==> src/design/dpscb_regs.vh <==
// Notes on behaviour
// - Lock after four comparisons under 15 ns
// - Lock drops on one comparison over 30 ns
// - Powered-down loop holds its lock low
// - Enable low stops counters, unbiases rf input
// - Reference stage off only when both disabled
// - Power down floats pump, stops bandgap
// - Bandgap first, loop active 1 us later
// - Latched words survive power down
// - Serial load and latch work while down
// - Word is 16-bit payload plus 2 address bits
// - Latch strobe rise copies word to latch
// - Address 00,01,10,11 selects the four latches
// - Secondary reference: output select, ref count
// - Primary reference: pump control, ref count
// - Secondary feedback: main count, swallow count
// - 500 MHz variant ignores swallow top bit
// - Primary feedback split depends on variant
// - Ratio is modulus times main plus swallow
// - Pump word: two gains, two polarities
// - Output select picks one of nine sources
// - New divide value loads at counter zero
`ifndef DPSCB_REGS_VH
`define DPSCB_REGS_VH

// ----------------------------------------
// Serial word
// ----------------------------------------
`define DPSCB_WORD_W 18
`define DPSCB_ADDR_SEC_REF 2'h0
`define DPSCB_ADDR_SEC_FB 2'h1
`define DPSCB_ADDR_PRI_REF 2'h2
`define DPSCB_ADDR_PRI_FB 2'h3

// ----------------------------------------
// Payload fields
// ----------------------------------------
`define DPSCB_SEL_MSB 15
`define DPSCB_SEL_LSB 12
`define DPSCB_CNT_MSB 11
`define DPSCB_SEC_GAIN_BIT 15
`define DPSCB_PRI_GAIN_BIT 14
`define DPSCB_SEC_POL_BIT 13
`define DPSCB_PRI_POL_BIT 12
`define DPSCB_RST_WORD 16'h0000

// ----------------------------------------
// Prescaler moduli
// ----------------------------------------
`define DPSCB_MOD_32 6'h20
`define DPSCB_MOD_16 6'h10
`define DPSCB_MOD_8 6'h08

// ----------------------------------------
// Timing
// ----------------------------------------
`define DPSCB_CLK_MHZ 100
`define DPSCB_POWERUP_NS 1000
`define DPSCB_POWERUP_CYC (`DPSCB_POWERUP_NS * `DPSCB_CLK_MHZ / 1000)
`define DPSCB_LOCK_IN_NS 15
`define DPSCB_LOCK_OUT_NS 30
`define DPSCB_LOCK_IN_CYC ((`DPSCB_LOCK_IN_NS * `DPSCB_CLK_MHZ + 999) / 1000)
`define DPSCB_LOCK_OUT_CYC (`DPSCB_LOCK_OUT_NS * `DPSCB_CLK_MHZ / 1000)
`define DPSCB_LOCK_RUN 3'h4

`endif

==> src/design/dpscb_loop.v <==
`timescale 1ns/1ns
`include "dpscb_regs.vh"

module dpscb_loop (
   input wire clk,
   input wire rst,
   input wire enable,
   input wire ref_edge,
   input wire rf_edge,
   input wire [11:0] ref_count,
   input wire [11:0] main_count,
   input wire [4:0] swallow_count,
   input wire [5:0] modulus,
   input wire polarity,
   output wire bias_on,
   output reg active,
   output reg ref_out,
   output reg fb_out,
   output reg lock,
   output reg pump_drive,
   output reg pump_oe
);

   localparam integer PU_N = `DPSCB_POWERUP_CYC - 1;
   localparam integer IN_N = `DPSCB_LOCK_IN_CYC;
   localparam integer OUT_N = `DPSCB_LOCK_OUT_CYC;
   localparam [7:0] PU_LAST = PU_N[7:0];
   localparam [7:0] IN_CYC = IN_N[7:0];
   localparam [7:0] OUT_CYC = OUT_N[7:0];

   reg [7:0] pu_cnt;
   reg [11:0] r_left;
   reg [11:0] b_left;
   reg [4:0] a_left;
   reg [5:0] p_left;
   reg ref_seen;
   reg fb_seen;
   reg [7:0] err_cnt;
   reg [2:0] good;
   wire done;
   wire [4:0] a_next;

   // ----------------------------------------
   // Power sequencing
   // ----------------------------------------
   assign bias_on = enable;

   always @(posedge clk or posedge rst) begin
      if (rst) begin
         pu_cnt <= 8'h00;
         active <= 1'b0;
      end else if (!enable) begin
         pu_cnt <= 8'h00;
         active <= 1'b0;
      end else if (!active) begin
         if (pu_cnt == PU_LAST)
            active <= 1'b1;
         else
            pu_cnt <= pu_cnt + 8'h01;
      end
   end

   // ----------------------------------------
   // Dividers
   // ----------------------------------------
   assign a_next = (a_left != 5'h00) ? a_left - 5'h01 : 5'h00;

   always @(posedge clk or posedge rst) begin
      if (rst) begin
         r_left <= 12'h000;
         b_left <= 12'h000;
         a_left <= 5'h00;
         p_left <= 6'h00;
         ref_out <= 1'b0;
         fb_out <= 1'b0;
      end else begin
         ref_out <= 1'b0;
         fb_out <= 1'b0;
         if (!active) begin
            r_left <= 12'h000;
            b_left <= 12'h000;
            a_left <= 5'h00;
            p_left <= 6'h00;
         end else begin
            if (ref_edge) begin
               if (r_left <= 12'h001) begin
                  r_left <= ref_count;
                  ref_out <= 1'b1;
               end else
                  r_left <= r_left - 12'h001;
            end
            if (rf_edge) begin
               if (p_left != 6'h00)
                  p_left <= p_left - 6'h01;
               else if (b_left <= 12'h001) begin
                  b_left <= main_count;
                  a_left <= swallow_count;
                  fb_out <= 1'b1;
                  // Modulus+1 while swallows remain
                  p_left <= (swallow_count != 5'h00) ?
                     modulus : modulus - 6'h01;
               end else begin
                  b_left <= b_left - 12'h001;
                  a_left <= a_next;
                  p_left <= (a_next != 5'h00) ?
                     modulus : modulus - 6'h01;
               end
            end
         end
      end
   end

   // ----------------------------------------
   // Phase compare and lock filter
   // ----------------------------------------
   assign done = (ref_out | ref_seen) & (fb_out | fb_seen);

   always @(posedge clk or posedge rst) begin
      if (rst) begin
         ref_seen <= 1'b0;
         fb_seen <= 1'b0;
         err_cnt <= 8'h00;
         good <= 3'h0;
         lock <= 1'b0;
      end else if (!active) begin
         ref_seen <= 1'b0;
         fb_seen <= 1'b0;
         err_cnt <= 8'h00;
         good <= 3'h0;
         lock <= 1'b0;
      end else if (done) begin
         ref_seen <= 1'b0;
         fb_seen <= 1'b0;
         err_cnt <= 8'h00;
         if (err_cnt > OUT_CYC) begin
            lock <= 1'b0;
            good <= 3'h0;
         end else if (err_cnt < IN_CYC) begin
            if (good == `DPSCB_LOCK_RUN - 3'h1)
               lock <= 1'b1;
            if (good != `DPSCB_LOCK_RUN)
               good <= good + 3'h1;
         end else
            good <= 3'h0;
      end else begin
         ref_seen <= ref_seen | ref_out;
         fb_seen <= fb_seen | fb_out;
         // Saturate so a lost edge cannot wrap to small
         if ((ref_seen | fb_seen | ref_out | fb_out) &&
             err_cnt != 8'hFF)
            err_cnt <= err_cnt + 8'h01;
      end
   end

   // Pump floats unless exactly one side leads
   always @(posedge clk or posedge rst) begin
      if (rst) begin
         pump_drive <= 1'b0;
         pump_oe <= 1'b0;
      end else begin
         pump_oe <= active & (ref_seen ^ fb_seen);
         pump_drive <= ref_seen ? polarity : ~polarity;
      end
   end

endmodule

==> src/design/dpscb_config_bank.v <==
`timescale 1ns/1ns
`include "dpscb_regs.vh"

module dpscb_config_bank #(
   parameter PRI_2G_VARIANT = 1,
   parameter SEC_500M_VARIANT = 1
) (
   input wire clk,
   input wire rst,
   input wire serial_clock,
   input wire serial_data,
   input wire latch_strobe,
   input wire reference_input,
   input wire primary_rf_input,
   input wire secondary_rf_input,
   input wire primary_pll_enable,
   input wire secondary_pll_enable,
   output reg multifunction_output,
   output wire primary_pump_output,
   output wire primary_pump_output_oe,
   output wire secondary_pump_output,
   output wire secondary_pump_output_oe,
   output wire primary_pump_gain,
   output wire secondary_pump_gain,
   output wire primary_rf_bias,
   output wire secondary_rf_bias,
   output wire reference_input_bias,
   output wire primary_bandgap_on,
   output wire secondary_bandgap_on,
   output wire primary_lock,
   output wire secondary_lock
);

   // ----------------------------------------
   // Field helpers
   // ----------------------------------------
   function [11:0] fb_main;
      input [15:0] word;
      input five_bit;
      begin
         if (five_bit)
            fb_main = {1'b0, word[15:5]};
         else
            fb_main = word[15:4];
      end
   endfunction

   function [4:0] fb_swallow;
      input [15:0] word;
      input five_bit;
      input three_bit;
      begin
         if (five_bit)
            fb_swallow = word[4:0];
         else if (three_bit)
            fb_swallow = {2'h0, word[2:0]};
         else
            fb_swallow = {1'h0, word[3:0]};
      end
   endfunction

   // ----------------------------------------
   // Pin synchronisers
   // ----------------------------------------
   localparam NPIN = 7;
   localparam I_SCK = 0;
   localparam I_SDA = 1;
   localparam I_LS = 2;
   localparam I_REF = 3;
   localparam I_PRF = 4;
   localparam I_SRF = 5;
   localparam I_PEN = 6;

   reg [NPIN-1:0] sync1;
   reg [NPIN-1:0] sync2;
   reg [NPIN-1:0] sync3;
   reg sen1;
   reg sen2;
   wire [NPIN-1:0] pins;
   wire [NPIN-1:0] rise;

   assign pins = {primary_pll_enable, secondary_rf_input,
                  primary_rf_input, reference_input,
                  latch_strobe, serial_data, serial_clock};

   always @(posedge clk or posedge rst) begin
      if (rst) begin
         sync1 <= 7'h00;
         sync2 <= 7'h00;
         sync3 <= 7'h00;
         sen1 <= 1'b0;
         sen2 <= 1'b0;
      end else begin
         sync1 <= pins;
         sync2 <= sync1;
         sync3 <= sync2;
         sen1 <= secondary_pll_enable;
         sen2 <= sen1;
      end
   end

   assign rise = sync2 & ~sync3;

   // ----------------------------------------
   // Shift register and latches
   // ----------------------------------------
   reg [`DPSCB_WORD_W-1:0] shift;
   reg [15:0] sec_ref_divider_word;
   reg [15:0] sec_fb_divider_word;
   reg [15:0] pri_ref_divider_word;
   reg [15:0] pri_fb_divider_word;

   // Data is delayed by the same two stages as the clock,
   // so the bit seen at the clock rise is the one sampled.
   always @(posedge clk or posedge rst) begin
      if (rst)
         shift <= 18'h00000;
      else if (rise[I_SCK])
         shift <= {shift[16:0], sync2[I_SDA]};
   end

   // No enable term here: loading works while powered down
   always @(posedge clk or posedge rst) begin
      if (rst) begin
         sec_ref_divider_word <= `DPSCB_RST_WORD;
         sec_fb_divider_word <= `DPSCB_RST_WORD;
         pri_ref_divider_word <= `DPSCB_RST_WORD;
         pri_fb_divider_word <= `DPSCB_RST_WORD;
      end else if (rise[I_LS]) begin
         case (shift[1:0])
            `DPSCB_ADDR_SEC_REF: begin
               sec_ref_divider_word <= shift[17:2];
            end
            `DPSCB_ADDR_SEC_FB: begin
               sec_fb_divider_word <= shift[17:2];
            end
            `DPSCB_ADDR_PRI_REF: begin
               pri_ref_divider_word <= shift[17:2];
            end
            default: begin
               pri_fb_divider_word <= shift[17:2];
            end
         endcase
      end
   end

   // ----------------------------------------
   // Field decode
   // ----------------------------------------
   wire [3:0] multifunction_output_select;
   wire [3:0] pump_control_word;
   wire [11:0] secondary_ref_count;
   wire [11:0] primary_ref_count;
   wire [11:0] secondary_main_count;
   wire [11:0] primary_main_count;
   wire [4:0] secondary_swallow_count;
   wire [4:0] primary_swallow_count;
   wire primary_detector_polarity;
   wire secondary_detector_polarity;
   wire pri_five;
   wire sec_three;
   wire [5:0] pri_modulus;
   wire [5:0] sec_modulus;

   assign pri_five = (PRI_2G_VARIANT != 0);
   assign sec_three = (SEC_500M_VARIANT != 0);
   assign pri_modulus = pri_five ? `DPSCB_MOD_32 : `DPSCB_MOD_16;
   assign sec_modulus = sec_three ? `DPSCB_MOD_8 : `DPSCB_MOD_16;

   assign multifunction_output_select =
      sec_ref_divider_word[`DPSCB_SEL_MSB:`DPSCB_SEL_LSB];
   assign secondary_ref_count =
      sec_ref_divider_word[`DPSCB_CNT_MSB:0];
   assign pump_control_word =
      pri_ref_divider_word[`DPSCB_SEL_MSB:`DPSCB_SEL_LSB];
   assign primary_ref_count =
      pri_ref_divider_word[`DPSCB_CNT_MSB:0];
   assign secondary_main_count =
      fb_main(sec_fb_divider_word, 1'b0);
   assign secondary_swallow_count =
      fb_swallow(sec_fb_divider_word, 1'b0, sec_three);
   assign primary_main_count =
      fb_main(pri_fb_divider_word, pri_five);
   assign primary_swallow_count =
      fb_swallow(pri_fb_divider_word, pri_five, 1'b0);

   assign secondary_pump_gain =
      pri_ref_divider_word[`DPSCB_SEC_GAIN_BIT];
   assign primary_pump_gain =
      pri_ref_divider_word[`DPSCB_PRI_GAIN_BIT];
   assign secondary_detector_polarity =
      pri_ref_divider_word[`DPSCB_SEC_POL_BIT];
   assign primary_detector_polarity =
      pri_ref_divider_word[`DPSCB_PRI_POL_BIT];

   // ----------------------------------------
   // Loops
   // ----------------------------------------
   wire pri_active;
   wire sec_active;
   wire pri_ref_out;
   wire sec_ref_out;
   wire pri_fb_out;
   wire sec_fb_out;

   // Divider logic stops; latches above keep their words
   dpscb_loop u_primary (
      .clk(clk),
      .rst(rst),
      .enable(sync2[I_PEN]),
      .ref_edge(rise[I_REF]),
      .rf_edge(rise[I_PRF]),
      .ref_count(primary_ref_count),
      .main_count(primary_main_count),
      .swallow_count(primary_swallow_count),
      .modulus(pri_modulus),
      .polarity(primary_detector_polarity),
      .bias_on(primary_bandgap_on),
      .active(pri_active),
      .ref_out(pri_ref_out),
      .fb_out(pri_fb_out),
      .lock(primary_lock),
      .pump_drive(primary_pump_output),
      .pump_oe(primary_pump_output_oe)
   );

   dpscb_loop u_secondary (
      .clk(clk),
      .rst(rst),
      .enable(sen2),
      .ref_edge(rise[I_REF]),
      .rf_edge(rise[I_SRF]),
      .ref_count(secondary_ref_count),
      .main_count(secondary_main_count),
      .swallow_count(secondary_swallow_count),
      .modulus(sec_modulus),
      .polarity(secondary_detector_polarity),
      .bias_on(secondary_bandgap_on),
      .active(sec_active),
      .ref_out(sec_ref_out),
      .fb_out(sec_fb_out),
      .lock(secondary_lock),
      .pump_drive(secondary_pump_output),
      .pump_oe(secondary_pump_output_oe)
   );

   // ----------------------------------------
   // Power control
   // ----------------------------------------
   assign primary_rf_bias = sync2[I_PEN];
   assign secondary_rf_bias = sen2;
   assign reference_input_bias = sync2[I_PEN] | sen2;

   // ----------------------------------------
   // Multifunction output
   // ----------------------------------------
   always @(posedge clk or posedge rst) begin
      if (rst)
         multifunction_output <= 1'b0;
      else begin
         case (multifunction_output_select[3:1])
            3'h0: begin
               multifunction_output <= multifunction_output_select[0];
            end
            3'h1: begin
               multifunction_output <= primary_lock;
            end
            3'h2: begin
               multifunction_output <= secondary_lock;
            end
            3'h3: begin
               multifunction_output <= primary_lock & secondary_lock;
            end
            3'h4: begin
               multifunction_output <= pri_ref_out;
            end
            3'h5: begin
               multifunction_output <= sec_ref_out;
            end
            3'h6: begin
               multifunction_output <= pri_fb_out;
            end
            default: begin
               multifunction_output <= sec_fb_out;
            end
         endcase
      end
   end

endmodule

==> config.mk <==
export PLATFORM = sky130hd
export DESIGN_NAME = dpscb_config_bank
export DESIGN_NICKNAME = d
export VERILOG_FILES = /design/src/design/dpscb_loop.v /design/src/design/dpscb_config_bank.v
export VERILOG_INCLUDE_DIRS = /design/src /design/src/design
export SDC_FILE = /design/constraint.sdc
export NUM_CORES = 1
export LEC_CHECK = 0
export ABC_AREA = 1
export BUFFER_PORTS_ARGS = -buffer_cell sky130_fd_sc_hd__buf_2
export CORE_AREA = 3 3 161 163
export CTS_CLUSTER_SIZE = 20
export DETAILED_ROUTE_END_ITERATION = 10
export DIE_AREA = 0 0 164 166
export PLACE_DENSITY_LB_ADDON = 0.12
export SYNTH_ARGS = -nofsm -noshare
export SYNTH_HDL_FRONTEND = slang
export SYNTH_SLANG_ARGS = --single-unit
==> constraint.sdc <==
create_clock -name clk -period 12.1 [get_ports clk]
set_input_delay 0.605 -clock clk [delete_from_list [all_inputs] [get_ports clk]]
set_output_delay 0.605 -clock clk [all_outputs]
set_load 0.03 [all_outputs]
After elaboration in Yosys (flattened, before gate mapping)

Cells that the tools add are included.

Reductions and logical operators: 25
Shift-type cells: 0
Mux-type cells: 99
Div/mod/pow operators: 0
Add/sub/neg operators: 14
$mul: 0
Order comparisons: 8
Bitwise logic cells: 23
Equality and inequality tests: 36

Operator list:

| cell                  | number |
|---|---|
| $mux 12               | 14 |
| $mux 8                | 12 |
| $mux 6                | 10 |
| $mux 5                | 10 |
| $le 12x1->1 const B   | 4 |
| $sub 12x1->12 const B | 4 |
| $mux 1                | 40 |
| $add 8x1->8 const B   | 4 |
| $mux 3                | 10 |
| $reduce_bool 5->1     | 6 |
| $ne 2x2->1 const B    | 12 |
| $ne 3x3->1 const B    | 8 |
| $reduce_and 2->1      | 10 |
| $eq 8x7->1 const B    | 2 |
| $gt 8x2->1 const B    | 2 |
| $lt 8x2->1 const B    | 2 |
| $ne 8x8->1 const B    | 2 |
| $eq 3x2->1 const B    | 4 |
| $reduce_bool 6->1     | 2 |
| $sub 6x1->6 const B   | 2 |
| $or 1x1->1            | 11 |
| $sub 5x1->5 const B   | 2 |
| $eq 3x3->1 const B    | 3 |
| $mux 4                | 2 |
| 16 further kinds      | 27 |

Bits of input ports: 10
Logic and storage cells: 246
Latch bits: 0
Output and inout bits: 14
Memories kept: 0
Register bits after elaboration: 229
Memory bits (read-only): 0
Memory bits (writable): 0

Longest topological paths before layout

Gate-level depths: netlist of the first run.

Depth after elaboration: 8
Mapped depth: 11
Gate-level depth less buffers: 11

Cells and area by module

A second synthesis of the first run with hierarchy kept.

Cells, all modules: 1396
Area total of the unflattened synthesis: 11680.0 µm²

By module, submodules not included:

| module                    | area each (µm²) | instances | sequential area each (µm²) | cells an instance |
|---|---|---|---|---|
| dpscb_loop at u_primary   | 4058.9          | 1         | 1551.5                     | 534 |
| dpscb_loop at u_secondary | 4025.1          | 1         | 1551.5                     | 530 |
| dpscb_config_bank         | 3595.9          | 1         | 2577.5                     | 332 |

Worst setup path after synthesis of the first run

No wires, ideal clock.

Kind: flip-flop to output port
Start point: register sen2, in the netlist secondary_rf_bias
End point: output reference_input_bias
Path buffers: 1
Arrival: 1109 ps
Path slack: 10386 ps
Stages on the path, launching flop included: 4
Data required time: 11495 ps
Cells stage by stage: dfrtp_1 > clkbuf_1 > inv_1 > nand2_1

Longest elaborated chain between the ends: 1

RTL lines:

| element                | line                    | source |
|---|---|---|
| start, declared        | dpscb_config_bank.v:78  | `reg sen2;` |
| start signal, assigned | dpscb_config_bank.v:98  | `sen2 <= sen1;` |
| $or 1x1->1             | dpscb_config_bank.v:252 | `assign reference_input_bias = sync2[I_PEN] \| sen2;` |
| end, declared          | dpscb_config_bank.v:27  | `output wire reference_input_bias,` |

Every way passes these cells.

Worst setup path after layout of the first run

Start point: register u_secondary.p_left[0]
End point: register u_secondary.b_left[1]

Longest elaborated chain between the ends: 3

RTL lines:

| element                    | line             | source |
|---|---|---|
| start, declared            | dpscb_loop.v:35  | `reg [5:0] p_left;` |
| start signal, assigned     | dpscb_loop.v:94  | `p_left <= p_left - 6'h01;` |
| start signal, assigned     | dpscb_loop.v:100 | `p_left <= (swallow_count != 5'h00) ?` |
| start signal, assigned     | dpscb_loop.v:105 | `p_left <= (a_next != 5'h00) ?` |
| $reduce_bool 6->1          | dpscb_loop.v:93  | `if (p_left != 6'h00)` |
| $ne 2x2->1 (no line)       | n/a              |  |
| $reduce_and 2->1 (no line) | n/a              |  |
| end signal, assigned       | dpscb_loop.v:96  | `b_left <= main_count;` |
| end signal, assigned       | dpscb_loop.v:103 | `b_left <= b_left - 12'h001;` |
| end, declared              | dpscb_loop.v:33  | `reg [11:0] b_left;` |

Every way passes these cells.
A chain may end at the register's enable or synchronous reset.

==> summary.md, run 1 <==
| Metric | Value |
|---|---|
| Max IR drop VDD | between 0.1 and 0.15 mV |
| Final Setup Violations | 0 |
| FF-to-FF End | u_secondary.b_left[1] |
| Clock Sinks | between 200 and 250 |
| Max Cap Viol | 0 |
| CP arrival | around 2.9 ns |
| Hold Startpoint | primary_pll_enable |
| Max Slew Vio Count | 0 |
| Startpoint Class | flip-flop |
| Hold Buf Count CTS | 0 |
| RR Startpoint | u_secondary.p_left[0] |
| Layout cells sized above 1 | 9.12% |
| WHS Endpoint | sync1[6] |
| WL final | about 24000 µm |
| # DRC | 0 |
| CP Data Required Time | 12.50 ns |
| Syn-to-layout area delta | 12.7% |
| Largest net degree at the start of global routing | 100 |
| Nets@finish | between 1k and 1.5k |
| Initial drt markers | between 500 and 600 |
| Post-route ant nets | 0 |
| Worst-margin pin slew | ~1.1 ns |
| Die width | between 150 and 200 µm |
| Via count | approximately 8.5k |
| #FFs+latches synth | between 200 and 250 |
| Port Buf Inserts | 23 |
| Pwr per Cell Area | between 150 and 200 nW/µm² |
| Top-Level Pins | 24 |
| FP Rows | 57 |
| TritonCTS clock tree | yes |
| Layout Utilization | 50.8% |
| Die Y | around 170 µm |
| Post-CTS setup repair buffer count | 0 |
| Max Buffers Root-to-Sink | 3 |
| Sequential fraction of the synthesis area | between 50% and 60% |
| Kind of end point of the critical path | flip-flop |
| Cell Count, Final, Fillers Out | ~1.7k |
| Yosys warning total | 0 |
| Place WS | about 9.1 ns |
| Crit-path max FO | 12 |
| Clk_lat worst skew | about 0.52 ns |
| Post-DP HPWL | roughly 16000 µm |
| Mapped cell area | between 10000 and 15000 µm² |
| Clock transition at path regs | about 0.060 ns |
| CTS Root Cell | clkbuf_16 |
| Setup WS post-layout | 9.65 ns |
| Achievable frequency | 0.409 GHz |
| Filler cells | 2362 |
| Syn nets | roughly 1.4k |
| Core area | approximately 24000 µm² |
| # diodes | 0 |
| Outcome | finished clean |
| First-pass GRT wire length | roughly 40000 µm |
| Slew margin rel. | between 20% and 30% |
| Fin crit share | around a fifth |
| Gr ovfl total | 0 |
| Post-CTS resize count | 0 |
| CTS H-tree lvls | 1 |
| Die Area | between 20000 and 30000 µm² |
| Synth Instances | 1316 |
| DRT Pass-1 Iters | 5 |
| Hold path depth | 1 |
| Initial antenna violation count | 0 |
| Register-to-register setup slack | about 9.7 ns |
| Cts bufs inserted | 26 |
| Pleak | between 0.005 and 0.006 µW |
| Inst Count DP | around 1.6k |
| Post-synthesis cell type count | 47 |
| Initial core utilization | 45.1% |
| Setup_tns | 0 ns |
| Clk_skew | between 0.008 and 0.009 ns |
| Worst r2r path cells | 7 |
| Via-per-instance ratio | just over 5 |
| Worst hold slack | approximately 0.19 ns |
| Post-Syn Area per Cell | roughly 8.4 µm² |
| RSZ-0062 raised after global routing | false |
| Tot GR Track Use | between 10% and 20% |
| Crit path time final | ~2.4 ns |
| Critical path class | reg -> reg |
| Final hold violations | 0 |
| GP Congestion | about 0.84 |
| Class of the worst hold path | in -> reg |
| Number of global-route vias before repair | approximately 8.0k |
| Routed length per instance | approximately 14 µm |
## worst max path at each step
stage               cells after the start               endpoint                  start  slack, ns
global placement                        4               shift[9]                    rst       9.10
CTS                                     4               shift[1]                    rst       9.65
global route                            4               shift[1]                    rst       9.42
floorplan                               1   multifunction_output                    rst       5.28
detailed placement                      4               shift[9]                    rst       9.09
finish                                  7  u_secondary.b_left[1]  u_secondary.p_left[0]       9.65
## state kept, by name, indices dropped and copies added, names as in the netlist, 12 cells and up
signal / count
sec_fb_divider_word: 15
u_primary.b_left: 12
pri_fb_divider_word: 16
u_secondary.b_left: 12
shift: 18
pri_ref_divider_word: 16
sec_ref_divider_word: 16
u_primary.r_left: 12
u_secondary.r_left: 12
## synthesized netlist by cell type, drive strengths merged
cell type	number	area share (%)
nand2	326	11
dfrtp	227	52
o21ai	165	7.6
inv	161	5.5
nor2	133	5.3
nand3	84	3.9
a21oi	29	1.3
ha	26	3.0
nor3	24	1.3
o211ai	22	1.5
xor2	22	1.7
nand4	19	1.4
clkbuf	16	0.54
buf	13	0.76
o22ai	13	0.74
xnor2	8	0.64
or2	6	0.34
nand3b	5	0.34
o31ai	5	0.34
o221ai	2	0.16
a211oi	1	0.068
a21boi	1	0.068
a21o	1	0.068
and3	1	0.057
clkinv	1	0.045
nor3b	1	0.11
nor4	1	0.057
o21a	1	0.068
o21bai	1	0.068
o32ai	1	0.079
## stage by stage
stage / total power (µW) / instance area [µm²]
after floorplan: 943 / 11000
after global placement: 992 / 11400
after detailed placement: 995 / 11400
after CTS: 1900 / 12400
after global routing: 1960 / 12400
final: 1870 / 12400
## power breakdown
part           total, µW  internal (µW)  switching, µW  leakage [µW]
sequential           853            816           37.2       0.00308
clock                890            578            312      0.000481
combinational        127           35.3           91.2       0.00234
total               1870           1430            440       0.00589
## layer usage
metal	global-route usage (%)	part of all wire, %
met3	2.59	3.3
met5	0	0
met1	26.9	51
met2	27.1	45
met4	3.49	1.6
## cell usage in the layout, fill, tap and decap left out, types with 11 or more instances in the layout
cell and n:
xor2_1 22, nor2_1 113, nand4_1 17, o21ai_1 11, a21oi_1 29, o22ai_1 13
clkbuf_16 27, nand3_1 82, nand2_1 317, o211ai_1 21, dfrtp_1 227, ha_1 26
nor2_2 12, buf_2 23, inv_1 151, o21ai_0 152, nor3_1 20
## logic make-up after synthesis
kind of cell    Yosys count  synth area share [%]
xor+xnor                 30                  2.38
buf+inv                 191                  6.86
flops                   227                  51.5
fa+ha+maj                26                  2.95
simple gates            600                  24.2
compound gates          242                  12.1
## critical path: stages, from the launching register on
cell	delay, ns
dfrtp_1	0.37
inv_1	0.14
ha_1	0.21
nand4_4	0.19
o21ai_1	0.80
inv_1	0.37
nand2_1	0.14
o211ai_1	0.09
## layout make-up
cell class	instances	area [µm²]	area share, %
clock inverter	10	209	1.68
clock buffer	38	787	6.34
sequential	227	5680	45.7
tap	324	405	3.26
timing repair buffer	25	130	1.05
multi-input combinational	898	4590	36.9
inverter	162	619	4.99
Power figures use the tool's default switching activity.
==> run 2, diff against run 1 <==
- clock period: 12.1 -> 2.2 ns (I/O delays scaled with it)
==> summary.md, run 2 (synthesis results as in run 1) <==
| Metric | Value |
|---|---|
| Post-route ant nets | 0 (unchanged) |
| FF-to-FF End | u_primary.r_left[1] (was u_secondary.b_left[1]) |
| RSZ-0062 raised after global routing | false (unchanged) |
| Crit path to | u_primary.r_left[1] (was u_secondary.b_left[1]) |
| Clock Sinks | 227 (unchanged) |
| DRT Pass-1 Iters | 6 (was 5) |
| Post-CTS setup repair buffer count | 0 (unchanged) |
| Crit-path max FO | 13 (was 12) |
| Die Y | 166 µm (unchanged) |
| Fin crit share | 85.9% (was 20.2%) |
| Filler cells | 2309 (was 2362) |
| CP startpoint | u_primary.r_left[0] (was u_secondary.p_left[0]) |
| Worst-margin pin slew | 0.490 ns (was 1.08 ns) |
| Final Setup Violations | 0 (unchanged) |
| Pleak | 0.00591 µW (was 0.00589 µW) |
| Cts bufs inserted | 25 (was 26) |
| Layout cells sized above 1 | 9.49% (was 9.12%) |
| Gr busiest metal | met2 (unchanged) |
| Worst hold slack | 0.164 ns (was 0.186 ns) |
| Slowest Stage Delay on Critical Path | 0.40 ns (was 0.80 ns) |
| Die width | 164 µm (unchanged) |
| Class of the worst hold path | in -> async (was in -> reg) |
| GR Util met3 | 2.52% (was 2.59%) |
| Max Cap Viol | 0 (unchanged) |
| Hold Buf Count CTS | 9 (was 0) |
| # DRC | 0 (unchanged) |
| Number of global-route vias before repair | 8315 (was 7970) |
| Max IR drop VDD | 0.704 mV (was 0.125 mV) |
| Via count | 8547 (was 8490) |
| RR Startpoint | u_primary.r_left[0] (was u_secondary.p_left[0]) |
| CTS H-tree lvls | 1 (unchanged) |
| Place WS | 0.335 ns (was 9.09 ns) |
| FP Rows | 57 (unchanged) |
| Max Buffers Root-to-Sink | 3 (unchanged) |
| Nets@finish | 1398 (was 1376) |
| WL final | 23900 µm (was 23700 µm) |
| Post-DP HPWL | 16500 µm (was 16200 µm) |
| Slew margin rel. | 67.3% (was 27.9%) |
| Setup_tns | 0 ns (unchanged) |
| Most frequent cells in the layout | nand2_1 (317), dfrtp_1 (227), o21ai_0 (152), inv_1 (151), nor2_1 (113) (unchanged) |
| GP Congestion | 0.837 (was 0.843) |
| Max Slew Vio Count | 0 (unchanged) |
| # diodes | 0 (unchanged) |
| Critical path class | reg -> reg (unchanged) |
| Clk_lat worst skew | 0.52 ns (about the same) |
| Die Area | 27200 µm² (unchanged) |
| Clk_skew | 0.0132 ns (was 0.00851 ns) |
| Crit-path cells | inv_1, ha_1, o21ai_1, nor3_2, nand2_1, buf_4, o211ai_1, o21ai_0 (was inv_1, ha_1, nand4_4, o21ai_1, inv_1, nand2_1, o211ai_1) |
| M2 GR Usage | 29.9% (was 27.1%) |
| Final hold violations | 0 (unchanged) |
| CP Data Required Time | 2.59 ns (was 12.50 ns) |
| Initial antenna violation count | 0 (unchanged) |
| Crit path max-delay cell type | dfrtp_1 (was o21ai_1) |
| Pwr per Cell Area | 752 nW/µm² (was 151 nW/µm²) |
| CP arrival | 2.28 ns (was 2.85 ns) |
| Port Buf Inserts | 23 (unchanged) |
| Startpoint Class | flip-flop (unchanged) |
| Most common cell after layout, fill and taps aside | nand2_1 (unchanged) |
| Achievable frequency | 0.529 GHz (was 0.409 GHz) |
| Register-to-register setup slack | 0.31 ns (was 9.65 ns) |
| CTS Root Cell | clkbuf_16 (unchanged) |
| Initial core utilization | 45.1% (unchanged) |
| Post-CTS resize count | 0 (unchanged) |
| Max reg flops | 18 (unchanged) |
| Syn-to-layout area delta | 12.8% (was 12.7%) |
| Routed length per instance | 14.0 µm (was 14.1 µm) |
| Top-Level Pins | 24 (unchanged) |
| Setup WS post-layout | 0.310 ns (was 9.65 ns) |
| Kind of end point of the critical path | flip-flop (unchanged) |
| Tot GR Track Use | 18.2% (was 17.7%) |
| Crit path time final | 1.89 ns (was 2.45 ns) |
| Outcome | finished clean (unchanged) |
| Core area | 24500 µm² (unchanged) |
| Gr ovfl total | 0 (unchanged) |
| Initial drt markers | 480 (was 562) |
| Via-per-instance ratio | 5.02 (was 5.04) |
| Clock transition at path regs | 0.06 ns (about the same) |
| Largest net degree at the start of global routing | 64 (was 100) |
| TritonCTS clock tree | yes (unchanged) |
| Met1 Use GR | 25.6% (was 26.9%) |
| Worst r2r path cells | 8 (was 7) |
| First-pass GRT wire length | 41400 µm (was 40100 µm) |
| Register with the most flip-flops | shift (unchanged) |
run 2: power by group:
| part | switching, µW | total, µW | internal (µW) |
|---|---|---|---|
| clock network | 1650 | 3950 | 2300 |
| logic | 492 | 717 | 224 |
| registers | 200 | 4690 | 4490 |
run 2: critical path, delay by kind of cell, from the launching register on:
kind	cells	cell delay, ns
flops	1	0.40
compound gates	3	0.39
buf+inv	2	0.37
simple gates	2	0.37
fa+ha+maj	1	0.23
run 2: worst min-delay path by stage:
stage | startpoint | end | slack (ns) | depth (start not counted)
floorplan | secondary_pll_enable | sen1 | 0.14 | 0
global route | rst | u_secondary.pu_cnt[2] | 0.20 | 3
CTS | rst | u_secondary.pu_cnt[7] | 0.16 | 3
global placement | rst | u_secondary.r_left[3] | 0.18 | 2
finish | rst | u_secondary.pu_cnt[7] | 0.16 | 3
detailed placement | rst | u_secondary.pu_cnt[7] | 0.17 | 2
run 2: area by class of cell:
class                      instances  area, µm²  area share [%]
inverter                         162        616            4.95
timing repair buffer              48        375            3.02
clock inverter                     6       36.3           0.292
sequential                       227       5680            45.7
multi-input combinational        898       4590            36.9
clock buffer                      39        738            5.94
tap                              324        405            3.26
run 2: routing by layer:
metal  vias to the layer above  share of wire [%]  wire length (µm)
li1                       4373                  -                 -
met1                      4041                 49             11700
met2                        97                 46             11100
met3                        36                2.6               631
met4                         0                2.0               486
met5                         -                  0                 0
run 2: per-stage QoR:
| step | std cells | total power (µW) | util (%) | instance area (µm²) |
|---|---|---|---|---|
| finish | 1704 | 9350 | 50.8 | 12400 |
| global route | 1704 | 9820 | 50.8 | 12400 |
| CTS | 1704 | 9500 | 50.8 | 12400 |
| detailed placement | 1650 | 5480 | 47.3 | 11600 |
| global placement | 1650 | 5470 | 47.3 | 11600 |
| floorplan | 1316 | 5190 | - | 11000 |
